File: src/common/rxfp_pkg.sv
// Package for the receive frame policy register block
package rxfp_pkg;
	localparam int RXFP_CHANNELS = 8;
	// Register byte offsets
	localparam logic [11:0] RXFP_UC_SET_OFS = 12'h000;
	localparam logic [11:0] RXFP_UC_CLR_OFS = 12'h004;
	localparam logic [11:0] RXFP_MAXLEN_OFS = 12'h008;
	localparam logic [11:0] RXFP_SKIP_OFS = 12'h00C;
	localparam logic [11:0] RXFP_LOWTH_OFS = 12'h010;
	localparam logic [11:0] RXFP_FLOWEN_OFS = 12'h014;
	localparam logic [11:0] RXFP_FREE_OFS0 = 12'h020;
	localparam logic [11:0] RXFP_FLOWTH_OFS0 = 12'h040;
	// Reset values
	localparam logic [15:0] RXFP_MAXLEN_RST = 16'h05EE;
	localparam logic [15:0] RXFP_SKIP_RST = 16'h0000;
	localparam logic [7:0] RXFP_LOWTH_RST = 8'h00;
	localparam logic [7:0] RXFP_FLOWTH_RST = 8'h00;
	localparam logic [7:0] RXFP_UC_RST = 8'h00;
	localparam logic [15:0] RXFP_FREE_RST = 16'h0000;

	typedef struct packed {
		logic valid;
		logic [15:0] byte_count;
		logic crc_err;
		logic code_err;
		logic align_err;
	} rxfp_frame_end_t;

	typedef struct packed {
		logic long_frame;
		logic oversized;
		logic jabber;
	} rxfp_class_t;

	typedef struct packed {
		logic [15:0] buffer_offset;
		logic [15:0] lead_skip_bytes;
	} rxfp_sop_t;
endpackage

File: src/rtl/rxfp_regs.sv
// Receive frame policy registers with AHB-Lite slave
//
// Behaviour
// - Writing one to a clear bit turns that channel's unicast enable off.
// - Maximum frame length is sixteen bits, resetting to 1518.
// - Frames with byte count above the maximum are long.
// - Long frames without errors are oversized.
// - Long frames with CRC, code or alignment error are jabber.
// - Skip value is copied into each first descriptor's offset field.
// - Data lands after the skipped leading bytes; zero means byte zero.
// - One skip setting serves every channel.
// - An eight-bit free-buffer threshold governs low-priority filtering.
// - Each channel has an eight-bit flow threshold, used only when enabled.
// - Low-priority threshold compares against the channel free buffer count.
// - Flow threshold compares against that channel's free count when enabled.
// - Writing one to a set bit enables unicast; state is readable.
//
// Design decisions made here: the address map and the AHB-Lite slave port.
`timescale 1ns/1ps
module rxfp_regs #(
	parameter int CHANNELS = 8
) (
	// Clock and reset
	input wire logic hclk,
	input wire logic hresetn,
	// AHB-Lite slave
	input wire logic hsel,
	input wire logic [11:0] haddr,
	input wire logic [1:0] htrans,
	input wire logic hwrite,
	input wire logic [2:0] hsize,
	input wire logic [31:0] hwdata,
	input wire logic hready,
	output logic [31:0] hrdata,
	output logic hreadyout,
	output logic hresp,
	// Receive path
	input wire rxfp_pkg::rxfp_frame_end_t frame_end,
	input wire logic sop_req,
	input wire logic [CHANNELS-1:0] frame_buffers_used,
	// Results
	output rxfp_pkg::rxfp_class_t frame_class,
	output logic frame_class_valid,
	output rxfp_pkg::rxfp_sop_t sop_fields,
	output logic sop_valid,
	output logic [CHANNELS-1:0] channel_unicast_accept,
	output logic [CHANNELS-1:0] low_filter,
	output logic [CHANNELS-1:0] flow_issue
);
	import rxfp_pkg::*;

	logic [CHANNELS-1:0] uc_reg;
	logic [15:0] max_frame_bytes_reg;
	logic [15:0] lead_skip_bytes_reg;
	logic [7:0] low_priority_cutoff_reg;
	logic flow_en_reg;
	logic [CHANNELS*8-1:0] flow_level_reg;
	logic [CHANNELS*16-1:0] free_count_reg;

	// Address phase capture
	logic wr_pend_reg;
	logic [11:0] addr_reg;
	logic rd_pend;
	logic [31:0] rdata_next;
	logic addr_ph;

	// Data phase write strobes, one per register
	logic wr_uc_set;
	logic wr_uc_clr;
	logic wr_maxlen;
	logic wr_skip;
	logic wr_lowth;
	logic wr_flowen;
	logic [CHANNELS-1:0] uc_next;

	// Read side channel decode for both banks
	logic fc_rd_hit;
	logic fl_rd_hit;
	logic [2:0] fc_rd_chan;
	logic [2:0] fl_rd_chan;

	function automatic logic is_chan_reg(input logic [11:0] a, input logic [11:0] base, input int n);
		logic [11:0] top;
		top = base + 12'(n * 4);
		is_chan_reg = (a >= base) && (a < top) && (a[1:0] == 2'b00);
	endfunction

	function automatic logic [2:0] chan_of(input logic [11:0] a, input logic [11:0] base);
		logic [11:0] d;
		d = a - base;
		chan_of = d[4:2];
	endfunction

	assign addr_ph = hsel & hready & htrans[1];
	assign rd_pend = addr_ph & ~hwrite;
	assign hreadyout = 1'b1;
	assign hresp = 1'b0;

	// Write lands at the edge that ends the data phase
	assign wr_uc_set = wr_pend_reg && (addr_reg == RXFP_UC_SET_OFS);
	assign wr_uc_clr = wr_pend_reg && (addr_reg == RXFP_UC_CLR_OFS);
	assign wr_maxlen = wr_pend_reg && (addr_reg == RXFP_MAXLEN_OFS);
	assign wr_skip = wr_pend_reg && (addr_reg == RXFP_SKIP_OFS);
	assign wr_lowth = wr_pend_reg && (addr_reg == RXFP_LOWTH_OFS);
	assign wr_flowen = wr_pend_reg && (addr_reg == RXFP_FLOWEN_OFS);

	// Read decoded in the address phase: a read right behind a write sees the old value
	assign fc_rd_hit = is_chan_reg(haddr, RXFP_FREE_OFS0, CHANNELS);
	assign fl_rd_hit = is_chan_reg(haddr, RXFP_FLOWTH_OFS0, CHANNELS);
	assign fc_rd_chan = chan_of(haddr, RXFP_FREE_OFS0);
	assign fl_rd_chan = chan_of(haddr, RXFP_FLOWTH_OFS0);

	always_ff @(posedge hclk or negedge hresetn) begin
		if (!hresetn) begin
			wr_pend_reg <= 1'b0;
		end else begin
			wr_pend_reg <= addr_ph & hwrite;
		end
	end

	// Address held for the whole data phase
	always_ff @(posedge hclk or negedge hresetn) begin
		if (!hresetn) begin
			addr_reg <= 12'h000;
		end else if (addr_ph) begin
			addr_reg <= haddr;
		end
	end

	// Read mux; unmapped and reserved bits read zero
	always_comb begin
		rdata_next = 32'h0000_0000;
		case (haddr)
			RXFP_UC_SET_OFS, RXFP_UC_CLR_OFS: rdata_next[CHANNELS-1:0] = uc_reg;
			RXFP_MAXLEN_OFS: rdata_next[15:0] = max_frame_bytes_reg;
			RXFP_SKIP_OFS: rdata_next[15:0] = lead_skip_bytes_reg;
			RXFP_LOWTH_OFS: rdata_next[7:0] = low_priority_cutoff_reg;
			RXFP_FLOWEN_OFS: rdata_next[0] = flow_en_reg;
			default: begin
				if (fc_rd_hit) begin
					rdata_next[15:0] = free_count_reg[fc_rd_chan*16 +: 16];
				end else if (fl_rd_hit) begin
					rdata_next[7:0] = flow_level_reg[fl_rd_chan*8 +: 8];
				end
			end
		endcase
	end

	always_ff @(posedge hclk or negedge hresetn) begin
		if (!hresetn) begin
			hrdata <= 32'h0000_0000;
		end else if (rd_pend) begin
			hrdata <= rdata_next;
		end
	end

	always_comb begin
		uc_next = uc_reg;
		if (wr_uc_set) begin
			uc_next = uc_reg | hwdata[CHANNELS-1:0];
		end else if (wr_uc_clr) begin
			uc_next = uc_reg & ~hwdata[CHANNELS-1:0];
		end
	end

	// Zeros written to either register leave the bit alone
	always_ff @(posedge hclk or negedge hresetn) begin
		if (!hresetn) begin
			uc_reg <= RXFP_UC_RST;
		end else begin
			uc_reg <= uc_next;
		end
	end

	always_ff @(posedge hclk or negedge hresetn) begin
		if (!hresetn) begin
			max_frame_bytes_reg <= RXFP_MAXLEN_RST;
		end else if (wr_maxlen) begin
			max_frame_bytes_reg <= hwdata[15:0];
		end
	end

	always_ff @(posedge hclk or negedge hresetn) begin
		if (!hresetn) begin
			lead_skip_bytes_reg <= RXFP_SKIP_RST;
		end else if (wr_skip) begin
			lead_skip_bytes_reg <= hwdata[15:0];
		end
	end

	always_ff @(posedge hclk or negedge hresetn) begin
		if (!hresetn) begin
			low_priority_cutoff_reg <= RXFP_LOWTH_RST;
		end else if (wr_lowth) begin
			low_priority_cutoff_reg <= hwdata[7:0];
		end
	end

	always_ff @(posedge hclk or negedge hresetn) begin
		if (!hresetn) begin
			flow_en_reg <= 1'b0;
		end else if (wr_flowen) begin
			flow_en_reg <= hwdata[0];
		end
	end

	// Per-channel flow levels and free counts
	genvar g;
	generate
		for (g = 0; g < CHANNELS; g++) begin : g_ch
			logic [11:0] fl_ofs;
			logic [11:0] fc_ofs;
			logic fc_wr;
			logic fl_wr;
			logic [15:0] fc_add;
			logic [15:0] fc_next;
			assign fl_ofs = RXFP_FLOWTH_OFS0 + 12'(g * 4);
			assign fc_ofs = RXFP_FREE_OFS0 + 12'(g * 4);
			assign fc_wr = wr_pend_reg && addr_reg == fc_ofs;
			assign fl_wr = wr_pend_reg && addr_reg == fl_ofs;
			// Write adds, frame subtracts; both in one cycle combine
			assign fc_add = fc_wr ? hwdata[15:0] : 16'h0000;
			// Rolls over, no saturation; software must not overfill
			assign fc_next = free_count_reg[g*16 +: 16] + fc_add - {15'h0000, frame_buffers_used[g]};
			always_ff @(posedge hclk or negedge hresetn) begin
				if (!hresetn) begin
					flow_level_reg[g*8 +: 8] <= RXFP_FLOWTH_RST;
				end else if (fl_wr) begin
					flow_level_reg[g*8 +: 8] <= hwdata[7:0];
				end
			end
			// Free buffer count per channel
			always_ff @(posedge hclk or negedge hresetn) begin
				if (!hresetn) begin
					free_count_reg[g*16 +: 16] <= RXFP_FREE_RST;
				end else begin
					free_count_reg[g*16 +: 16] <= fc_next;
				end
			end
		end
	endgenerate

	always_ff @(posedge hclk or negedge hresetn) begin
		if (!hresetn) begin
			sop_fields <= '0;
		end else if (sop_req) begin
			sop_fields.buffer_offset <= lead_skip_bytes_reg;
			sop_fields.lead_skip_bytes <= lead_skip_bytes_reg;
		end
	end

	// Fields hold after the pulse for a slow descriptor writer
	always_ff @(posedge hclk or negedge hresetn) begin
		if (!hresetn) begin
			sop_valid <= 1'b0;
		end else begin
			sop_valid <= sop_req;
		end
	end

	assign channel_unicast_accept = uc_reg;

	rxfp_classify u_classify (
		.hclk(hclk),
		.hresetn(hresetn),
		.frame_end(frame_end),
		.max_frame_bytes(max_frame_bytes_reg),
		.frame_class(frame_class),
		.frame_class_valid(frame_class_valid)
	);

	rxfp_threshold #(
		.CHANNELS(CHANNELS)
	) u_threshold (
		.hclk(hclk),
		.hresetn(hresetn),
		.low_cutoff(low_priority_cutoff_reg),
		.flow_levels(flow_level_reg),
		.free_counts(free_count_reg),
		.flow_enable(flow_en_reg),
		.low_filter(low_filter),
		.flow_issue(flow_issue)
	);
endmodule

File: src/rtl/rxfp_classify.sv
// Long, oversized and jabber classification of finished frames
`timescale 1ns/1ps
module rxfp_classify (
	// Clock and reset
	input wire logic hclk,
	input wire logic hresetn,
	// Frame end and limit
	input wire rxfp_pkg::rxfp_frame_end_t frame_end,
	input wire logic [15:0] max_frame_bytes,
	// Result
	output rxfp_pkg::rxfp_class_t frame_class,
	output logic frame_class_valid
);
	import rxfp_pkg::*;
	logic is_long;
	logic has_err;
	assign is_long = frame_end.byte_count > max_frame_bytes;
	assign has_err = frame_end.crc_err | frame_end.code_err | frame_end.align_err;
	always_ff @(posedge hclk or negedge hresetn) begin
		if (!hresetn) begin
			frame_class <= '0;
			frame_class_valid <= 1'b0;
		end else begin
			frame_class_valid <= frame_end.valid;
			if (frame_end.valid) begin
				frame_class.long_frame <= is_long;
				frame_class.oversized <= is_long & ~has_err;
				frame_class.jabber <= is_long & has_err;
			end
		end
	end
endmodule

File: src/rtl/rxfp_threshold.sv
// Per-channel threshold compare against free buffer counts
`timescale 1ns/1ps
module rxfp_threshold #(
	parameter int CHANNELS = 8
) (
	// Clock and reset
	input wire logic hclk,
	input wire logic hresetn,
	// Levels and counts
	input wire logic [7:0] low_cutoff,
	input wire logic [CHANNELS*8-1:0] flow_levels,
	input wire logic [CHANNELS*16-1:0] free_counts,
	input wire logic flow_enable,
	// Decisions
	output logic [CHANNELS-1:0] low_filter,
	output logic [CHANNELS-1:0] flow_issue
);
	import rxfp_pkg::*;
	genvar g;
	generate
		for (g = 0; g < CHANNELS; g++) begin : g_ch
			logic [15:0] cnt;
			assign cnt = free_counts[g*16 +: 16];
			always_ff @(posedge hclk or negedge hresetn) begin
				if (!hresetn) begin
					low_filter[g] <= 1'b0;
					flow_issue[g] <= 1'b0;
				end else begin
					low_filter[g] <= cnt < {8'h00, low_cutoff};
					flow_issue[g] <= flow_enable & (cnt < {8'h00, flow_levels[g*8 +: 8]});
				end
			end
		end
	endgenerate
endmodule

File: config.mk
export PLATFORM = sky130hd
export DESIGN_NAME = rxfp_regs
export DESIGN_NICKNAME = d
export VERILOG_FILES = /design/src/common/rxfp_pkg.sv /design/src/rtl/rxfp_regs.sv /design/src/rtl/rxfp_classify.sv /design/src/rtl/rxfp_threshold.sv
export SDC_FILE = /design/constraint.sdc
export NUM_CORES = 1
export LEC_CHECK = 0
export BUFFER_PORTS_ARGS = -buffer_cell sky130_fd_sc_hd__buf_2
export CORE_ASPECT_RATIO = 2
export CORE_MARGIN = 8
export CORE_UTILIZATION = 55
export CTS_BUF_LIST = sky130_fd_sc_hd__clkbuf_2
export DETAILED_ROUTE_END_ITERATION = 7
export MAX_ROUTING_LAYER = met4
export PLACE_DENSITY = 0.76
export SETUP_SLACK_MARGIN = 0.05
export SYNTH_ARGS = -nofsm -noshare
export SYNTH_HDL_FRONTEND = slang
export SYNTH_SLANG_ARGS = --single-unit
File: constraint.sdc
create_clock -name hclk -period 7.8 [get_ports hclk]
set_input_delay 0.39 -clock hclk [delete_from_list [all_inputs] [get_ports hclk]]
set_output_delay 0.39 -clock hclk [all_outputs]
set_load 0.005 [all_outputs]
== Yosys cells after proc, flatten, opt, wreduce, memory -nomap -nowiden ==
Index checks and enable logic that the tools add are counted.

* $add $sub $neg: 18
* Equal/unequal tests: 26
* Order comparisons: 21
* Shifts and indexed selects: 2
* Reductions and logical operators: 32
* Bitwise logic cells: 21
* Muxes and demuxes: 16

{| class="wikitable"
|+ Operator list
! cell !! count
|-
| $lt A16 B8 Y1 || 16
|-
| $add A16 B16 Y16 || 8
|-
| $mux W16 || 8
|-
| $shiftx A128 B8 Y16 || 1
|-
| $sub A16 B1 Y16 || 8
|-
| $eq A12 B6 Y1 const B || 8
|-
| $eq A12 B7 Y1 const B || 8
|-
| $shiftx A64 B7 Y8 || 1
|-
| $eq A12 B4 Y1 const B || 4
|-
| $eq A12 B5 Y1 const B || 4
|-
| $mux W8 || 5
|-
| $pmux W7 S5 || 1
|-
| $logic_and A1 B1 Y1 || 26
|-
| $eq A12 B3 Y1 const B || 2
|-
| $logic_not A12 Y1 || 2
|-
| $lt A12 B7 Y1 const B || 2
|-
| $pmux W8 S3 || 1
|-
| $gt A16 B16 Y1 || 1
|-
| $and A1 B1 Y1 || 14
|-
| $ge A12 B6 Y1 const B || 1
|-
| $ge A12 B7 Y1 const B || 1
|-
| $sub A5 B1 Y5 const B || 2
|-
| $and A8 B8 Y8 || 1
|-
| $not A8 Y8 || 1
|-
| 8 further kinds || 10
|}

* Output and inout port bits: 95
* Bits in registers: 307
* Word-level logic and storage cells: 182

== Longest topological paths before layout ==
* Word-level depth: 6
* Gate-level depth with buffers: 17

== Cells and area by module ==
Synthesis repeated with hierarchy kept, for this count alone.

* Cells, all modules: 2571
* Area total of the unflattened synthesis: 24498.5 um^2

{| class="wikitable"
|+ By module, submodules not included
! module !! area each (um^2) !! cells an instance !! instances
|-
| rxfp_regs || 20686.1 || 2134 || 1
|-
| rxfp_threshold || 3246.9 || 370 || 1
|-
| rxfp_classify || 565.5 || 67 || 1
|}

== Worst setup path after synthesis ==
OpenSTA, ideal clock, no wires.

* Kind: flip-flop to flip-flop
* Start: reg addr_reg[9]
* End: reg free_count_reg[44]
* Clock period less this slack: 4374 ps
* Library setup time: 126 ps
* Setup slack: 3426 ps
* Stages on the path, launching flop included: 17
* Arrival time: 4247 ps
* Cells stage by stage: dfrtp_1 > or4b_2 > nor3_1 > nand2_1 > nor2_1 > clkbuf_1 > nand2_1 > ha_1 > inv_1 > ha_1 > fa_1 > a21o_1 > a21oi_1 > o21ai_0 > a41oi_1 > nor4b_1 > a311o_1

* Longest elaborated chain between the ends: 5

{| class="wikitable"
|+ Ends and longest elaborated chain
! element !! line !! source
|-
| start: declaration || rxfp_regs.sv:62 || <nowiki>logic [11:0] addr_reg;</nowiki>
|-
| start signal: assignment || rxfp_regs.sv:126 || <nowiki>addr_reg <= haddr;</nowiki>
|-
| $eq A12 B6 Y1 || rxfp_regs.sv:219 || <nowiki>assign fc_wr = wr_pend_reg && addr_reg == fc_ofs;</nowiki>
|-
| $logic_and A1 B1 Y1 || rxfp_regs.sv:219 ||
|-
| $mux W16 || rxfp_regs.sv:222 || <nowiki>assign fc_add = fc_wr ? hwdata[15:0] : 16'h0000;</nowiki>
|-
| $add A16 B16 Y16 || rxfp_regs.sv:224 || <nowiki>assign fc_next = free_count_reg[g*16 +: 16] + fc_add - {15'h0000, frame_buffers_used[g]};</nowiki>
|-
| $sub A16 B1 Y16 || rxfp_regs.sv:224 ||
|-
| net g_ch[2].fc_next[12] || rxfp_regs.sv:216 || <nowiki>logic [15:0] fc_next;</nowiki>
|-
| end signal: indexed assignment || rxfp_regs.sv:237 || <nowiki>free_count_reg[g*16 +: 16] <= fc_next;</nowiki>
|-
| end: declaration || rxfp_regs.sv:58 || <nowiki>logic [CHANNELS*16-1:0] free_count_reg;</nowiki>
|}

The timed path passes the listed nets, and every way through them passes these cells.
A chain may end at the register's enable or synchronous reset.

== Worst setup path in the final report ==
* Start: reg addr_reg[9]
* End: reg free_count_reg[126]

* Longest elaborated chain between the ends: 5

{| class="wikitable"
|+ Ends and longest elaborated chain
! element !! line
|-
| $eq A12 B6 Y1 || rxfp_regs.sv:219
|-
| $logic_and A1 B1 Y1 || rxfp_regs.sv:219
|-
| $mux W16 || rxfp_regs.sv:222
|-
| $add A16 B16 Y16 || rxfp_regs.sv:224
|-
| $sub A16 B1 Y16 || rxfp_regs.sv:224
|-
| net g_ch[7].fc_next[14] || rxfp_regs.sv:216
|}

The timed path passes the listed nets, and every way through them passes these cells.

==> impl_metrics.csv <==
group,metric,value,unit
timing,setup_ws,2.44,ns
detailed_routing,drt_first_pass_iters,8,
finish,multiInputGateArea,0.0142,sq mm
setup_path,setup.worst_path.end_class,"flip-flop",
detailed_routing,wirelength,76400,um
timing,relSlewSlack,0.210,
finish,final_util,0.606,
clock_network,cts_root_buffer,"clkbuf_2",
detailed_routing,vias,20600,
setup_path,critPathMaxStageDelay,0.94,ns
die,rows,108,
detailed_routing,drt-initial-drc-count,1610,
grt,grt_max_degree,175,
timing,finalSetupViolations,0,
timing,setup-tns-final,0,ns
setup_path,cp.arrival,6.30,ns
status,violations,"DRC",
timing,maxSlewViolCount,0,
logic_synthesis,syn_inst,2632,
logic_synthesis,yosys_warnings,0,
timing,hold-worst-slack,0.100,ns
placement,dpl.hpwl,57000,um
logic_synthesis,synthTopCellsByArea,"dfrtp_1 31%, ha_1 19%, inv_1 7.1%",
timing,skew,0.103,ns
logic_synthesis,ys.flop_type,"dfrtp_1",
power,ir_worst_vdd,0.154,mV
grt,grt_pass1_wl,118000,um
timing,worst_slew_pin_slew,1.18,ns
finish,largest_register_ffs,128,
run,drv_cap,0,
setup_path,crit_slowest_cell,"nor2_1",
min_path,min_path_type,"input pin to flip-flop",
grt,gr-total-overflow,0,
finish,nets,3273,
logic_synthesis,synth_cell_types,76,
clock_network,clk_pin_slew_worst_paths,0.14,ns
power,power.density,386,mW/mm^2
setup_path,critical_path_class,"flip-flop to flip-flop",
logic_synthesis,synth_edf_count,0,
grt,grt_pass1_vias,21600,
timing,hold_violations,0,
setup_path,cp.buffers_inverters,1,
setup_path,crit_required,8.74,ns
logic_synthesis,avgSynthCellArea,9.15,sq um
clock_network,cts_made_buffers,72,
setup_path,worstPathCellList,"or4b_2 -> nor3_1 -> nand2_1 -> nor2_1 -> nand2_1 -> ha_1 -> inv_1 -> ha_1 -> fa_1 -> a211oi_1 -> o21ai_0 -> and4_1 -> o221a_2 -> o41a_1 -> xor2_1",
timing,rsz0062_at_grt,"false",
setup_path,path_max_fanout,15,
finish,drive_above_1_share,0.145,
die,die-area,0.0512,sq mm
detailed_routing,viasPerCell,6.02,
clock_network,clock_path_buffers,3,
logic_synthesis,ys_seq_elements,307,
detailed_routing,ant_nets,0,
grt,track_usage,0.311,
die,core,0.0434,sq mm
logic_synthesis,synth_seq_area_share,0.319,
timing,fin_crit_sh,0.687,
logic_synthesis,synth_top_area_share,0.311,
detailed_routing,avgRoutedWirePerCell,22.3,um
die,die_x,164,um
clock_network,cts_tree,"yes",
timing,period_needed,5.36,ns
placement,place_ws,2.50,ns
clock_network,cts_sinks,307,
timing,fmax,187,MHz
placement,io_buffers,139,
die,die_h,312,um
status,status,"complete, but fails checks",
grt,antenna_found_initial,3,
detailed_routing,drc,1,
setup_path,critPathTopFamily,"simple AND/OR/NAND/NOR gates",
power,finalPower,10100,uW
logic_synthesis,mappedNetlistArea,0.0241,sq mm
finish,nFillCells,3670,
clock_network,h-tree-depth,3,
finish,syn_to_final_growth,9.06,%
power,p_leak,0.0142,uW
finish,final-seq-area,0.00769,sq mm
die,ios,178,
logic_synthesis,async_flop_share,1.00,
setup_path,startpoint_type,"flip-flop",
logic_synthesis,synth_top_cell_by_area,"dfrtp_1",
die,initial_core_util,0.555,
clock_network,insertion_delay,1.04,ns
placement,gp_congestion,1.00,
==> report_power, final <==
group	internal [uW]	switching (uW)	leakage [uW]
combinational	2870	3500	0.0102
clock	405	708	0.000504
sequential	2070	585	0.00351
==> per-layer routing <==
layer | wire (um) | up-vias | track usage
li1 | - | 9414 | -
met2 | 37200 | 956 | 0.514
met1 | 25800 | 9831 | 0.307
met3 | 5440 | 378 | 0.0518
met5 | 0 | - | -
met4 | 7930 | 0 | 0.283
==> cells in the mapped netlist, drive strengths merged, types with 35 or more instances <==
cell type	number
inv	456
ha	368
dfrtp	299
nand2	259
o21ai	148
nor2	123
a21o	113
a21oi	111
xnor2	68
clkbuf	64
mux2	64
buf	48
mux4	48
o21a	35
==> layout by cell type (no fill, tap or decap), drive strengths merged, types with 9 or more instances in the layout <==
cell / n
mux2: 64
conb: 18
o21ai: 148
or3: 9
clkbuf: 111
and3: 11
a211oi: 32
inv: 457
a21o: 113
nor3: 27
nand2b: 27
buf: 158
nor2: 123
nor4: 22
o22ai: 15
dlygate4sd3: 46
o21a: 35
clkinv: 15
xnor2: 68
o211ai: 9
nor4b: 9
a221oi: 11
nand3: 31
nand2: 259
dfrtp: 299
a211o: 12
a21oi: 111
nor2b: 16
mux2i: 24
mux4: 48
xor2: 31
ha: 368
a31oi: 12
nand4: 11
==> worst reg2reg max path, stage by stage, from the launching register on <==
cell      delay (ns)
dfrtp_1         0.41
or4b_2          0.70
nor3_1          0.27
nand2_1         0.25
nor2_1          0.94
nand2_1         0.15
ha_1            0.33
inv_1           0.04
ha_1            0.21
fa_1            0.43
a211oi_1        0.35
o21ai_0         0.22
and4_1          0.25
o221a_2         0.28
o41a_1          0.32
xor2_1          0.15
==> cells by family (layout without fill, tap and decap cells) <==
logic type	Yosys count	in the layout	synth area share
AOI/OAI and AO/OA	559	559	0.153
xor gates and xnor gates	99	99	0.0360
adders and majority gates	376	376	0.198
buffers and inverters	569	788	0.0945
DFF	307	307	0.319
muxes	136	136	0.0848
other	2	21	0.000312
and+or+nand+nor	584	584	0.114
==> path summary, 6_finish.rpt <==
kind                                          from                                      to  slack, ns  cells after the start
hold / removal                       frame_end[19]  u_classify.frame_class_valid$_DFF_PN0_       0.10                      2
min in group asynchronous                  hresetn           free_count_reg[126]$_DFF_PN0_       0.47                      4
setup / recovery           addr_reg[9]$_DFFE_PN0P_           free_count_reg[126]$_DFF_PN0_       2.44                     15
hold reg to reg              hrdata[0]$_DFFE_PN0P_                   hrdata[0]$_DFFE_PN0P_       0.52                      2
setup reg to reg           addr_reg[9]$_DFFE_PN0P_           free_count_reg[126]$_DFF_PN0_       2.44                     15
max in group asynchronous                  hresetn             free_count_reg[0]$_DFF_PN0_       6.21                      4
==> layout make-up <==
cell class,count,share of cell area
multi-input cells,1772,0.540
flip-flops and latches,307,0.293
inverters,457,0.0653
repair buffers,204,0.0511
well taps,550,0.0262
clock buffers,111,0.0211
clock inverters,16,0.00333
diodes,3,0.000286
==> repair_timing <==
item                       in CTS  in global routing
gates resized for setup         0                  0
setup buffers                   0                  0
hold buffers                   47                  0
hold endpoints to repair      297                  0
setup endpoints to repair       0                  0
==> metrics by stage <==
step / area [sq um] / cells
2_1_floorplan: 24100 / 2648
5_1_grt: 26300 / 3420
4_1_cts: 26300 / 3417
6_report: 26300 / 3420
3_5_place_dp: 25100 / 3243
3_3_place_gp: 25100 / 3243
(Power assumes the default switching activity.)
